[src/vac_pkg.sv]
// Constants, field positions and types of the attribute controller.
// Summary of operation
// - A read at either status port presets the toggle to index.
// - Every write to the shared port flips the index/data toggle.
// - Reads at the index or data-read port leave the toggle alone.
// - Lower port reads back the index, next port the indexed register.
// - Index bits 4-0 pick the register reached by data accesses.
// - Index bit 5 clear in 8-bit mode: display drops palette, host may access it.
// - Sixteen 6-bit palette entries drive secondary and primary red, green, blue.
// - Mode bit 0 selects text attributes or graphics colours.
// - Mode bit 1 selects monochrome or colour text attributes.
// - Line graphics codes C0H-DFH copy dot eight into dot nine.
// - Mode bit 3 makes attribute bit 7 blink, else background intensity.
// - Blink divides retrace by 32; graphics blink inverts colour bit 3.
// - Text cursor blinks eight retraces on, eight off.
// - Top panning zeroes pan from line compare until vertical sync.
// - 256-colour mode pairs two nibbles into one byte at half rate.
// - Video bits 7-6 from padding 3-2; bits 5-4 palette or padding 1-0.
// - Mode control and border colour reset to zero.
// - Border colour is output around the active area in 8-bit mode.
package vac_pkg;
  localparam logic [15:0] ADDR_INDEX = 16'h03C0;
  localparam logic [15:0] ADDR_DATA_RD = 16'h03C1;
  localparam logic [15:0] ADDR_STAT_MONO = 16'h03BA;
  localparam logic [15:0] ADDR_STAT_COLOR = 16'h03DA;

  localparam logic [4:0] IDX_PAL_LAST = 5'h0F;
  localparam logic [4:0] IDX_MODE = 5'h10;
  localparam logic [4:0] IDX_BORDER = 5'h11;
  localparam logic [4:0] IDX_PAN = 5'h13;
  localparam logic [4:0] IDX_PAD = 5'h14;

  // Index register fields
  localparam int IDX_PAL_EN_BIT = 5;
  // Mode control fields
  localparam int MODE_GFX_BIT = 0;
  localparam int MODE_MONO_BIT = 1;
  localparam int MODE_LGC_BIT = 2;
  localparam int MODE_BLINK_BIT = 3;
  localparam int MODE_TOPPAN_BIT = 5;
  localparam int MODE_BYTE_BIT = 6;
  localparam int MODE_V54_BIT = 7;
  localparam logic [7:0] MODE_WR_MASK = 8'hEF;

  localparam logic [5:0] RST_INDEX = 6'h00;
  localparam logic [7:0] RST_MODE = 8'h00;
  localparam logic [7:0] RST_BORDER = 8'h00;
  localparam logic [5:0] RST_PALETTE = 6'h00;
  localparam logic [3:0] RST_PAN = 4'h0;
  localparam logic [3:0] RST_PAD = 4'h0;

  localparam logic [7:0] LGC_FIRST = 8'hC0;
  localparam logic [7:0] LGC_LAST = 8'hDF;

  // Blink divider: 32 retraces, char phase bit 4, cursor phase bit 3
  localparam int BLINK_W = 5;
  localparam int CHAR_BLINK_BIT = 4;
  localparam int CURSOR_BLINK_BIT = 3;

  localparam int PAL_ENTRIES = 16;

  typedef enum logic {PH_FIRST, PH_SECOND} vac_phase_type;
endpackage : vac_pkg

[src/vac_timing_if.sv]
// Carrier between the controller core and its blink and pan timer.
`timescale 1ns/1ps
interface vac_timing_if;
  logic retracePulse;
  logic lineCmpMatch;
  logic vsyncStart;
  logic topPanEn;
  logic charBlinkOff;
  logic cursorBlinkOn;
  logic panZero;
  modport timer (
    input retracePulse,
    input lineCmpMatch,
    input vsyncStart,
    input topPanEn,
    output charBlinkOff,
    output cursorBlinkOn,
    output panZero
  );
  modport core (
    output retracePulse,
    output lineCmpMatch,
    output vsyncStart,
    output topPanEn,
    input charBlinkOff,
    input cursorBlinkOn,
    input panZero
  );
endinterface : vac_timing_if

[src/vac_attribute_controller.sv]
// Attribute controller: host index/data port, palette and pixel path.
`timescale 1ns/1ps
module vac_attribute_controller
  import vac_pkg::*;
(
  input wire logic clock,
  input wire logic rst_n,
  // Host I/O port
  input wire logic [15:0] ioAddr,
  input wire logic ioRd,
  input wire logic ioWr,
  input wire logic [7:0] ioWdata,
  output logic [7:0] ioRdata,
  // 1 selects the wide pixel bus, 0 the 8-bit pixel mode
  input wire logic pixelWidthCtrl,
  // Text serializer
  input wire logic fontDot,
  input wire logic ninthColumn,
  input wire logic eighthDot,
  input wire logic cursorDot,
  input wire logic underlineRow,
  input wire logic [7:0] charCode,
  input wire logic [7:0] attrByte,
  // Graphics serializer
  input wire logic [3:0] videoNibble,
  // Display timing
  input wire logic borderActive,
  input wire logic verticalRetracePulse,
  input wire logic lineCmpMatch,
  input wire logic vsyncStart,
  // Video out
  output logic [7:0] pixelOut,
  output logic pixelStrobe,
  output logic [3:0] panOut
);
  vac_timing_if tim();

  logic [5:0] index_q, index_d;
  logic indexDataToggle_q, indexDataToggle_d;
  logic [5:0] palette_q [PAL_ENTRIES];
  logic [5:0] palette_d [PAL_ENTRIES];
  logic [7:0] modeCtrl_q, modeCtrl_d;
  logic [7:0] border_q, border_d;
  logic [3:0] pan_q, pan_d;
  logic [3:0] padding_q, padding_d;
  logic [7:0] ioRdata_q, ioRdata_d;

  logic eightBitMode;
  logic palHostBlocked;
  logic statusRead;
  logic indexWrite;
  logic dataWrite;

  function automatic logic inLineGfx(input logic [7:0] code);
    inLineGfx = (code >= LGC_FIRST) && (code <= LGC_LAST);
  endfunction : inLineGfx

  function automatic logic isPalIdx(input logic [4:0] idx);
    isPalIdx = idx <= IDX_PAL_LAST;
  endfunction : isPalIdx

  assign eightBitMode = ~pixelWidthCtrl;
  // Palette access is split between host and display only in 8-bit mode
  assign palHostBlocked = eightBitMode && index_q[IDX_PAL_EN_BIT];
  assign statusRead = ioRd && (ioAddr == ADDR_STAT_MONO || ioAddr == ADDR_STAT_COLOR);
  assign indexWrite = ioWr && (ioAddr == ADDR_INDEX) && !indexDataToggle_q;
  assign dataWrite = ioWr && (ioAddr == ADDR_INDEX) && indexDataToggle_q;

  // Host access: toggle, index and register writes
  always_comb begin
    indexDataToggle_d = indexDataToggle_q;
    if (ioWr && ioAddr == ADDR_INDEX) begin
      indexDataToggle_d = ~indexDataToggle_q;
    end
    // Reads at the index and data ports leave the toggle as it was
    // Status read wins over a same-cycle write to the shared port
    if (statusRead) begin
      indexDataToggle_d = 1'b0;
    end
    index_d = index_q;
    if (indexWrite) begin
      index_d = ioWdata[5:0];
    end
  end

  always_comb begin
    palette_d = palette_q;
    modeCtrl_d = modeCtrl_q;
    border_d = border_q;
    pan_d = pan_q;
    padding_d = padding_q;
    if (dataWrite) begin
      if (isPalIdx(index_q[4:0])) begin
        if (!palHostBlocked) begin
          palette_d[index_q[3:0]] = ioWdata[5:0];
        end
      end else begin
        unique case (index_q[4:0])
          IDX_MODE: modeCtrl_d = ioWdata & MODE_WR_MASK;
          IDX_BORDER: border_d = ioWdata;
          IDX_PAN: pan_d = ioWdata[3:0];
          IDX_PAD: padding_d = ioWdata[3:0];
          default: ;
        endcase
      end
    end
  end

  // Read data is latched one edge after the read strobe
  always_comb begin
    ioRdata_d = ioRdata_q;
    if (ioRd && ioAddr == ADDR_INDEX) begin
      ioRdata_d = {2'b00, index_q};
    end else if (ioRd && ioAddr == ADDR_DATA_RD) begin
      ioRdata_d = 8'h00;
      if (isPalIdx(index_q[4:0])) begin
        if (!palHostBlocked) begin
          ioRdata_d = {2'b00, palette_q[index_q[3:0]]};
        end
      end else begin
        unique case (index_q[4:0])
          IDX_MODE: ioRdata_d = modeCtrl_q;
          IDX_BORDER: ioRdata_d = border_q;
          IDX_PAN: ioRdata_d = {4'h0, pan_q};
          IDX_PAD: ioRdata_d = {4'h0, padding_q};
          default: ioRdata_d = 8'h00;
        endcase
      end
    end
  end

  // Index and toggle
  always_ff @(posedge clock) begin
    if (!rst_n) begin
      index_q <= RST_INDEX;
      indexDataToggle_q <= 1'b0;
    end else begin
      index_q <= index_d;
      indexDataToggle_q <= indexDataToggle_d;
    end
  end

  // Palette zeroed too, so the first frames after reset are defined
  always_ff @(posedge clock) begin
    if (!rst_n) begin
      modeCtrl_q <= RST_MODE;
      border_q <= RST_BORDER;
      pan_q <= RST_PAN;
      padding_q <= RST_PAD;
      for (int i = 0; i < PAL_ENTRIES; i++) begin
        palette_q[i] <= RST_PALETTE;
      end
    end else begin
      modeCtrl_q <= modeCtrl_d;
      border_q <= border_d;
      pan_q <= pan_d;
      padding_q <= padding_d;
      palette_q <= palette_d;
    end
  end

  // Read data holds between reads, so status polls leave it alone
  always_ff @(posedge clock) begin
    if (!rst_n) begin
      ioRdata_q <= 8'h00;
    end else begin
      ioRdata_q <= ioRdata_d;
    end
  end

  assign ioRdata = ioRdata_q;

  // Blink and top-panning timer
  assign tim.retracePulse = verticalRetracePulse;
  assign tim.lineCmpMatch = lineCmpMatch;
  assign tim.vsyncStart = vsyncStart;
  assign tim.topPanEn = modeCtrl_q[MODE_TOPPAN_BIT];

  vac_blink_timer u_timer (
    .clock(clock),
    .rst_n(rst_n),
    .tim(tim)
  );

  // Colour code selection
  logic [3:0] fgCode;
  logic [3:0] bgCode;
  logic textDot;
  logic [3:0] textCode;
  logic [3:0] gfxCode;
  logic [3:0] colorCode;

  always_comb begin
    fgCode = attrByte[3:0];
    bgCode = attrByte[7:4];
    if (modeCtrl_q[MODE_BLINK_BIT]) begin
      bgCode = {1'b0, attrByte[6:4]};
    end
    // Dot nine repeats dot eight only for box-drawing codes
    if (ninthColumn) begin
      textDot = modeCtrl_q[MODE_LGC_BIT] && inLineGfx(charCode) && eighthDot;
    end else begin
      textDot = fontDot;
    end
    // Monochrome decode reshapes the codes before blink and cursor apply
    if (modeCtrl_q[MODE_MONO_BIT]) begin
      fgCode = {attrByte[3], 3'h7};
      bgCode = 4'h0;
      if (attrByte[6:4] == 3'h7 && attrByte[2:0] == 3'h0) begin
        fgCode = 4'h0;
        bgCode = {~modeCtrl_q[MODE_BLINK_BIT] & attrByte[7], 3'h7};
      end else if (attrByte[6:0] == 7'h00) begin
        fgCode = 4'h0;
      end else if (attrByte[2:0] == 3'h1 && underlineRow) begin
        textDot = 1'b1;
      end
    end
    // Blinking characters show background during the off half
    if (modeCtrl_q[MODE_BLINK_BIT] && attrByte[7] && tim.charBlinkOff) begin
      textDot = 1'b0;
    end
    if (cursorDot && tim.cursorBlinkOn) begin
      textDot = 1'b1;
    end
    textCode = textDot ? fgCode : bgCode;
    gfxCode = videoNibble;
    if (modeCtrl_q[MODE_BLINK_BIT] && tim.charBlinkOff) begin
      gfxCode[3] = ~videoNibble[3];
    end
    colorCode = modeCtrl_q[MODE_GFX_BIT] ? gfxCode : textCode;
  end

  // Palette translation and upper bits
  logic [5:0] palEntry;
  logic [1:0] v54;
  logic [7:0] paletteByte;

  always_comb begin
    palEntry = palette_q[colorCode];
    v54 = modeCtrl_q[MODE_V54_BIT] ? padding_q[1:0] : palEntry[5:4];
    paletteByte = {padding_q[3:2], v54, palEntry[3:0]};
  end

  // Output stage; 256-colour mode emits one byte per two dots
  vac_phase_type phase_q, phase_d;
  logic [3:0] firstNibble_q, firstNibble_d;
  logic [7:0] pixelOut_q, pixelOut_d;
  logic pixelStrobe_q, pixelStrobe_d;
  logic [3:0] panOut_q, panOut_d;

  always_comb begin
    phase_d = PH_FIRST;
    firstNibble_d = firstNibble_q;
    pixelOut_d = pixelOut_q;
    pixelStrobe_d = 1'b0;
    if (eightBitMode && borderActive) begin
      pixelOut_d = border_q;
      pixelStrobe_d = 1'b1;
    end else if (eightBitMode && !index_q[IDX_PAL_EN_BIT]) begin
      // Display is cut off from the palette while the host owns it
      pixelOut_d = border_q;
      pixelStrobe_d = 1'b1;
    end else if (modeCtrl_q[MODE_BYTE_BIT]) begin
      unique case (phase_q)
        PH_FIRST: begin
          firstNibble_d = colorCode;
          phase_d = PH_SECOND;
        end
        PH_SECOND: begin
          pixelOut_d = {firstNibble_q, colorCode};
          pixelStrobe_d = 1'b1;
          phase_d = PH_FIRST;
        end
      endcase
    end else begin
      pixelOut_d = paletteByte;
      pixelStrobe_d = 1'b1;
    end
    // Pan output lags the hold register by one dot
    panOut_d = tim.panZero ? 4'h0 : pan_q;
  end

  always_ff @(posedge clock) begin
    if (!rst_n) begin
      phase_q <= PH_FIRST;
      firstNibble_q <= 4'h0;
      pixelOut_q <= 8'h00;
      pixelStrobe_q <= 1'b0;
      panOut_q <= 4'h0;
    end else begin
      phase_q <= phase_d;
      firstNibble_q <= firstNibble_d;
      pixelOut_q <= pixelOut_d;
      pixelStrobe_q <= pixelStrobe_d;
      panOut_q <= panOut_d;
    end
  end

  assign pixelOut = pixelOut_q;
  assign pixelStrobe = pixelStrobe_q;
  assign panOut = panOut_q;
endmodule : vac_attribute_controller

[src/vac_blink_timer.sv]
// Retrace-paced blink divider and top-panning hold.
`timescale 1ns/1ps
module vac_blink_timer
  import vac_pkg::*;
(
  input wire logic clock,
  input wire logic rst_n,
  vac_timing_if.timer tim
);
  logic [BLINK_W-1:0] blinkCnt_q, blinkCnt_d;
  logic panZero_q, panZero_d;

  always_comb begin
    blinkCnt_d = blinkCnt_q;
    if (tim.retracePulse) begin
      blinkCnt_d = blinkCnt_q + 1'b1;
    end
    panZero_d = panZero_q;
    // Sync ends the hold, so a match in the same cycle starts a new one
    if (tim.vsyncStart) begin
      panZero_d = 1'b0;
    end
    if (tim.lineCmpMatch && tim.topPanEn) begin
      panZero_d = 1'b1;
    end
    if (!tim.topPanEn) begin
      panZero_d = 1'b0;
    end
  end

  always_ff @(posedge clock) begin
    if (!rst_n) begin
      blinkCnt_q <= '0;
      panZero_q <= 1'b0;
    end else begin
      blinkCnt_q <= blinkCnt_d;
      panZero_q <= panZero_d;
    end
  end

  assign tim.charBlinkOff = blinkCnt_q[CHAR_BLINK_BIT];
  assign tim.cursorBlinkOn = ~blinkCnt_q[CURSOR_BLINK_BIT];
  assign tim.panZero = panZero_q;
endmodule : vac_blink_timer

[config.mk]
export PLATFORM = sky130hd
export DESIGN_NAME = vac_attribute_controller
export DESIGN_NICKNAME = d
export VERILOG_FILES = /design/src/vac_pkg.sv /design/src/vac_timing_if.sv /design/src/vac_attribute_controller.sv /design/src/vac_blink_timer.sv
export SDC_FILE = /design/constraint.sdc
export NUM_CORES = 1
export LEC_CHECK = 0
export ABC_AREA = 1
export BUFFER_PORTS_ARGS = -buffer_cell sky130_fd_sc_hd__buf_2
export CAP_MARGIN = 20
export CORE_ASPECT_RATIO = 1.75
export CORE_MARGIN = 10
export CORE_UTILIZATION = 30
export DETAILED_ROUTE_END_ITERATION = 10
export PLACE_DENSITY_LB_ADDON = 0.25
export SYNTH_ARGS = -nofsm -noshare
export SYNTH_HDL_FRONTEND = slang
export SYNTH_SLANG_ARGS = --single-unit
[constraint.sdc]
create_clock -name clock -period 4 [get_ports clock]
set_input_delay 0.6 -clock clock [delete_from_list [all_inputs] [get_ports clock]]
set_output_delay 0.6 -clock clock [all_outputs]
set_load 0.03 [all_outputs]
==> flow_summary.toml <==
[worst_setup_path]
critPathMostFrequentCell = "nand2_1"
cp.required_ns = 4.33
crit_fanout = 63
worst_path_max_delay_cell = "nand2_4"
startpoint_type = "register"
arrival_ns = 3.27
critPathKind = "register to register"
critPathTopFamily = "simple AND/OR/NAND/NOR gates"
critical_path.endpoint_type = "register"
crit_chain = "nand2_1, nor2_1, nand2_1, nand3_2, nand2_4, nand3_1, nand3_2, nand2_4, nand2_1, nand3_1, nand3_1, nand3_1, nand2_1, nand2_1, nand2_1, nand2_1, a21oi_2"
cp_slowest_stage_delay_ns = 0.65
crit_buf_inv = 0

[clock_tree]
cts-buffers-inserted = 17
cts_resized = 0
cts_tree = "built"
post-cts-setup-buffers = 0
h-tree-depth = 4
cts_buffer_depth = 2
insertion_delay_ns = 0.44
cts_root_buffer = "clkbuf_16"
clock_sinks = 158
clk_pin_slew_ns = 0.06
ctsHoldBuffers = 0

[logic_synthesis]
syn-num-nets = 1192
synthMuxAreaShare = 0.00125
synthSimpleGateAreaFrac = 0.209
synth.ff_latch_count = 158
synth_area_mm2 = 0.00802
ys_types = 39
synthXorXnorAreaFrac = 0
yosys-top-cells-area = "dfxtp_1, o21ai_0, nand2_1, a21oi_1, inv_1"
syn_inst = 1133
ys_seq_area_frac = 0.395
synthAdderAreaFrac = 0.00156
yosys_warnings = 0
synth_top_cell_by_area = "dfxtp_1"
yosys.area.top_type_share = 0.395
synth_compound_area_frac = 0.280
avgSynthCellArea_um2 = 7.07
synth_top_family_by_area = "compound AO/OA/AOI/OAI gates"

[finish]
drive_gt1_frac = 0.132
layout.nets = 1230
area_growth_pct = 13.5
antenna_cells = 0
fin_util = 0.343

[placed_design]
place.port_buffers = 73
gp_congestion = 0.903
dpl.hpwl_um = 21000

[detailed_routing]
drt_iter0_drc = 555
vias = 7944
firstDrtPassIters = 5
wl_per_cell_um = 19.1
drc = 0
wl_um = 28800
antenna_left = 0
routed_via_density = 5.27

[global_routing]
grt_overflow_total = 0
track_usage = 0.169
antenna_found_initial = 0
grt_max_degree = 64
grt_pass1_vias = 7534
grt_pass1_wl_um = 44000

[die]
die_y_um = 236
fp.dieW_um = 144
core_area_mm2 = 0.0265
dieArea_mm2 = 0.0339
io_pins = 79
num_rows = 79
start_util = 0.303

[sta]
maxSlewViolCount = 0
skew_ns = 0.00740
rsz0062_at_grt = "no"
tns_ns = 0
period_share = 0.734
fin_crit_ns = 2.94
slew_headroom = 0.390
tightest_slew_ns = 0.912
clock.fmax_mhz = 340
hold_viol = 0
setup_violations = 0

[power]
ir_worst_vdd_mv = 0.228
power.leakage_nw = 3.39
p_per_area_mw_per_mm2 = 378

[run]
max_cap_violations = 0

[status]
status = "complete, no violations"

[worst_hold_path]
hp-class = "input pin to register"
-- state kept, by name, summed over array words and instances (netlist names), 5 cells and up --
signal              cells
index_q                 6
u_timer.blinkCnt_q      5
ioRdata                 8
border_q                8
palette_q              96
modeCtrl_q              7
pixelOut                8
-- worst reg2reg max path, delay by kind of cell, from the launching register on --
family	cells	cell delay [ns]
AO/OA/AOI/OAI	1	0.05
flip-flops	1	0.43
AND/OR/NAND/NOR	16	2.36
-- cells in the mapped netlist (all sizes together) --
cell	number
or2	3
o211ai	30
o221ai	5
a21oi	113
nand4	15
a221oi	4
nor4	4
nor3	7
nand3	81
o21ai	140
o22ai	48
buf	30
o21a	7
o2111a	1
clkinv	4
a31oi	6
clkbuf	36
nand2	166
mux2i	1
inv	152
ha	1
a211oi	35
and3	1
dfxtp	158
nor2	85
-- routing by layer --
metal,global-route usage,vias up,wire length [µm]
met4,0.103,0,1530
met5,0,-,0
li1,-,3950,-
met1,0.174,3659,10600
met2,0.304,269,15000
met3,0.0304,66,1610
-- metrics by stage --
stage | hold WS (ns) | cell area (µm²) | setup slack, ns | cells | total power [W]
after CTS | 0.393 | 9100 | 1.07 | 1508 | 0.00347
after floorplan | 0.422 | 8020 | 1.88 | 1133 | 0.00183
after global routing | 0.432 | 9100 | 0.875 | 1508 | 0.00357
after global placement | 0.436 | 8550 | 0.813 | 1476 | 0.00194
after detailed placement | 0.441 | 8550 | 0.741 | 1476 | 0.00194
final | 0.400 | 9100 | 1.06 | 1508 | 0.00344
-- path summary, 6_finish.rpt --
path | slack [ns] | cells after the start | start | to
worst min register to register | 0.45 | 2 | pan_q[3]$_SDFFE_PN0P_ | panOut[3]$_SDFF_PP0_
worst max-delay path | 1.06 | 17 | modeCtrl_q[1]$_SDFFE_PN0P_ | pixelOut[4]$_SDFFE_PN0N_
worst min-delay path | 0.40 | 2 | verticalRetracePulse | u_timer.blinkCnt_q[1]$_SDFFE_PN0P_
worst max register to register | 1.06 | 17 | modeCtrl_q[1]$_SDFFE_PN0P_ | pixelOut[4]$_SDFFE_PN0N_
-- cells by family after synthesis --
logic type,after synthesis
muxes,1
buffers and inverters,222
DFF,158
adders and majority gates,1
and+or+nand+nor,362
AOI/OAI and AO/OA,389
-- power breakdown --
group          switching, W  internal (W)
registers        0.00000418       0.00158
clock network      0.000681      0.000853
logic              0.000231     0.0000924
-- cell type report --
cell class,instances,area (µm²)
clock buffer,22,484
clock inverter,10,63.8
fill,2864,17400
inverter,156,586
multi-input combinational,753,3940
sequential,158,3160
tap,324,405
timing repair buffer,85,455
-- cell usage in the layout (no fill, tap or decap), drive strengths merged, types with 3 or more instances in the layout --
cell	instances
clkbuf	22
or2	3
a221oi	4
clkinv	10
nor3	7
o22ai	48
o221ai	5
nand2	166
clkinvlp	4
o211ai	30
nand4	15
o21ai	140
nor2	85
o21a	7
buf	85
dfxtp	158
a31oi	6
a211oi	35
nand3	81
a21oi	113
inv	152
nor4	4
(Power assumes the default switching activity.)
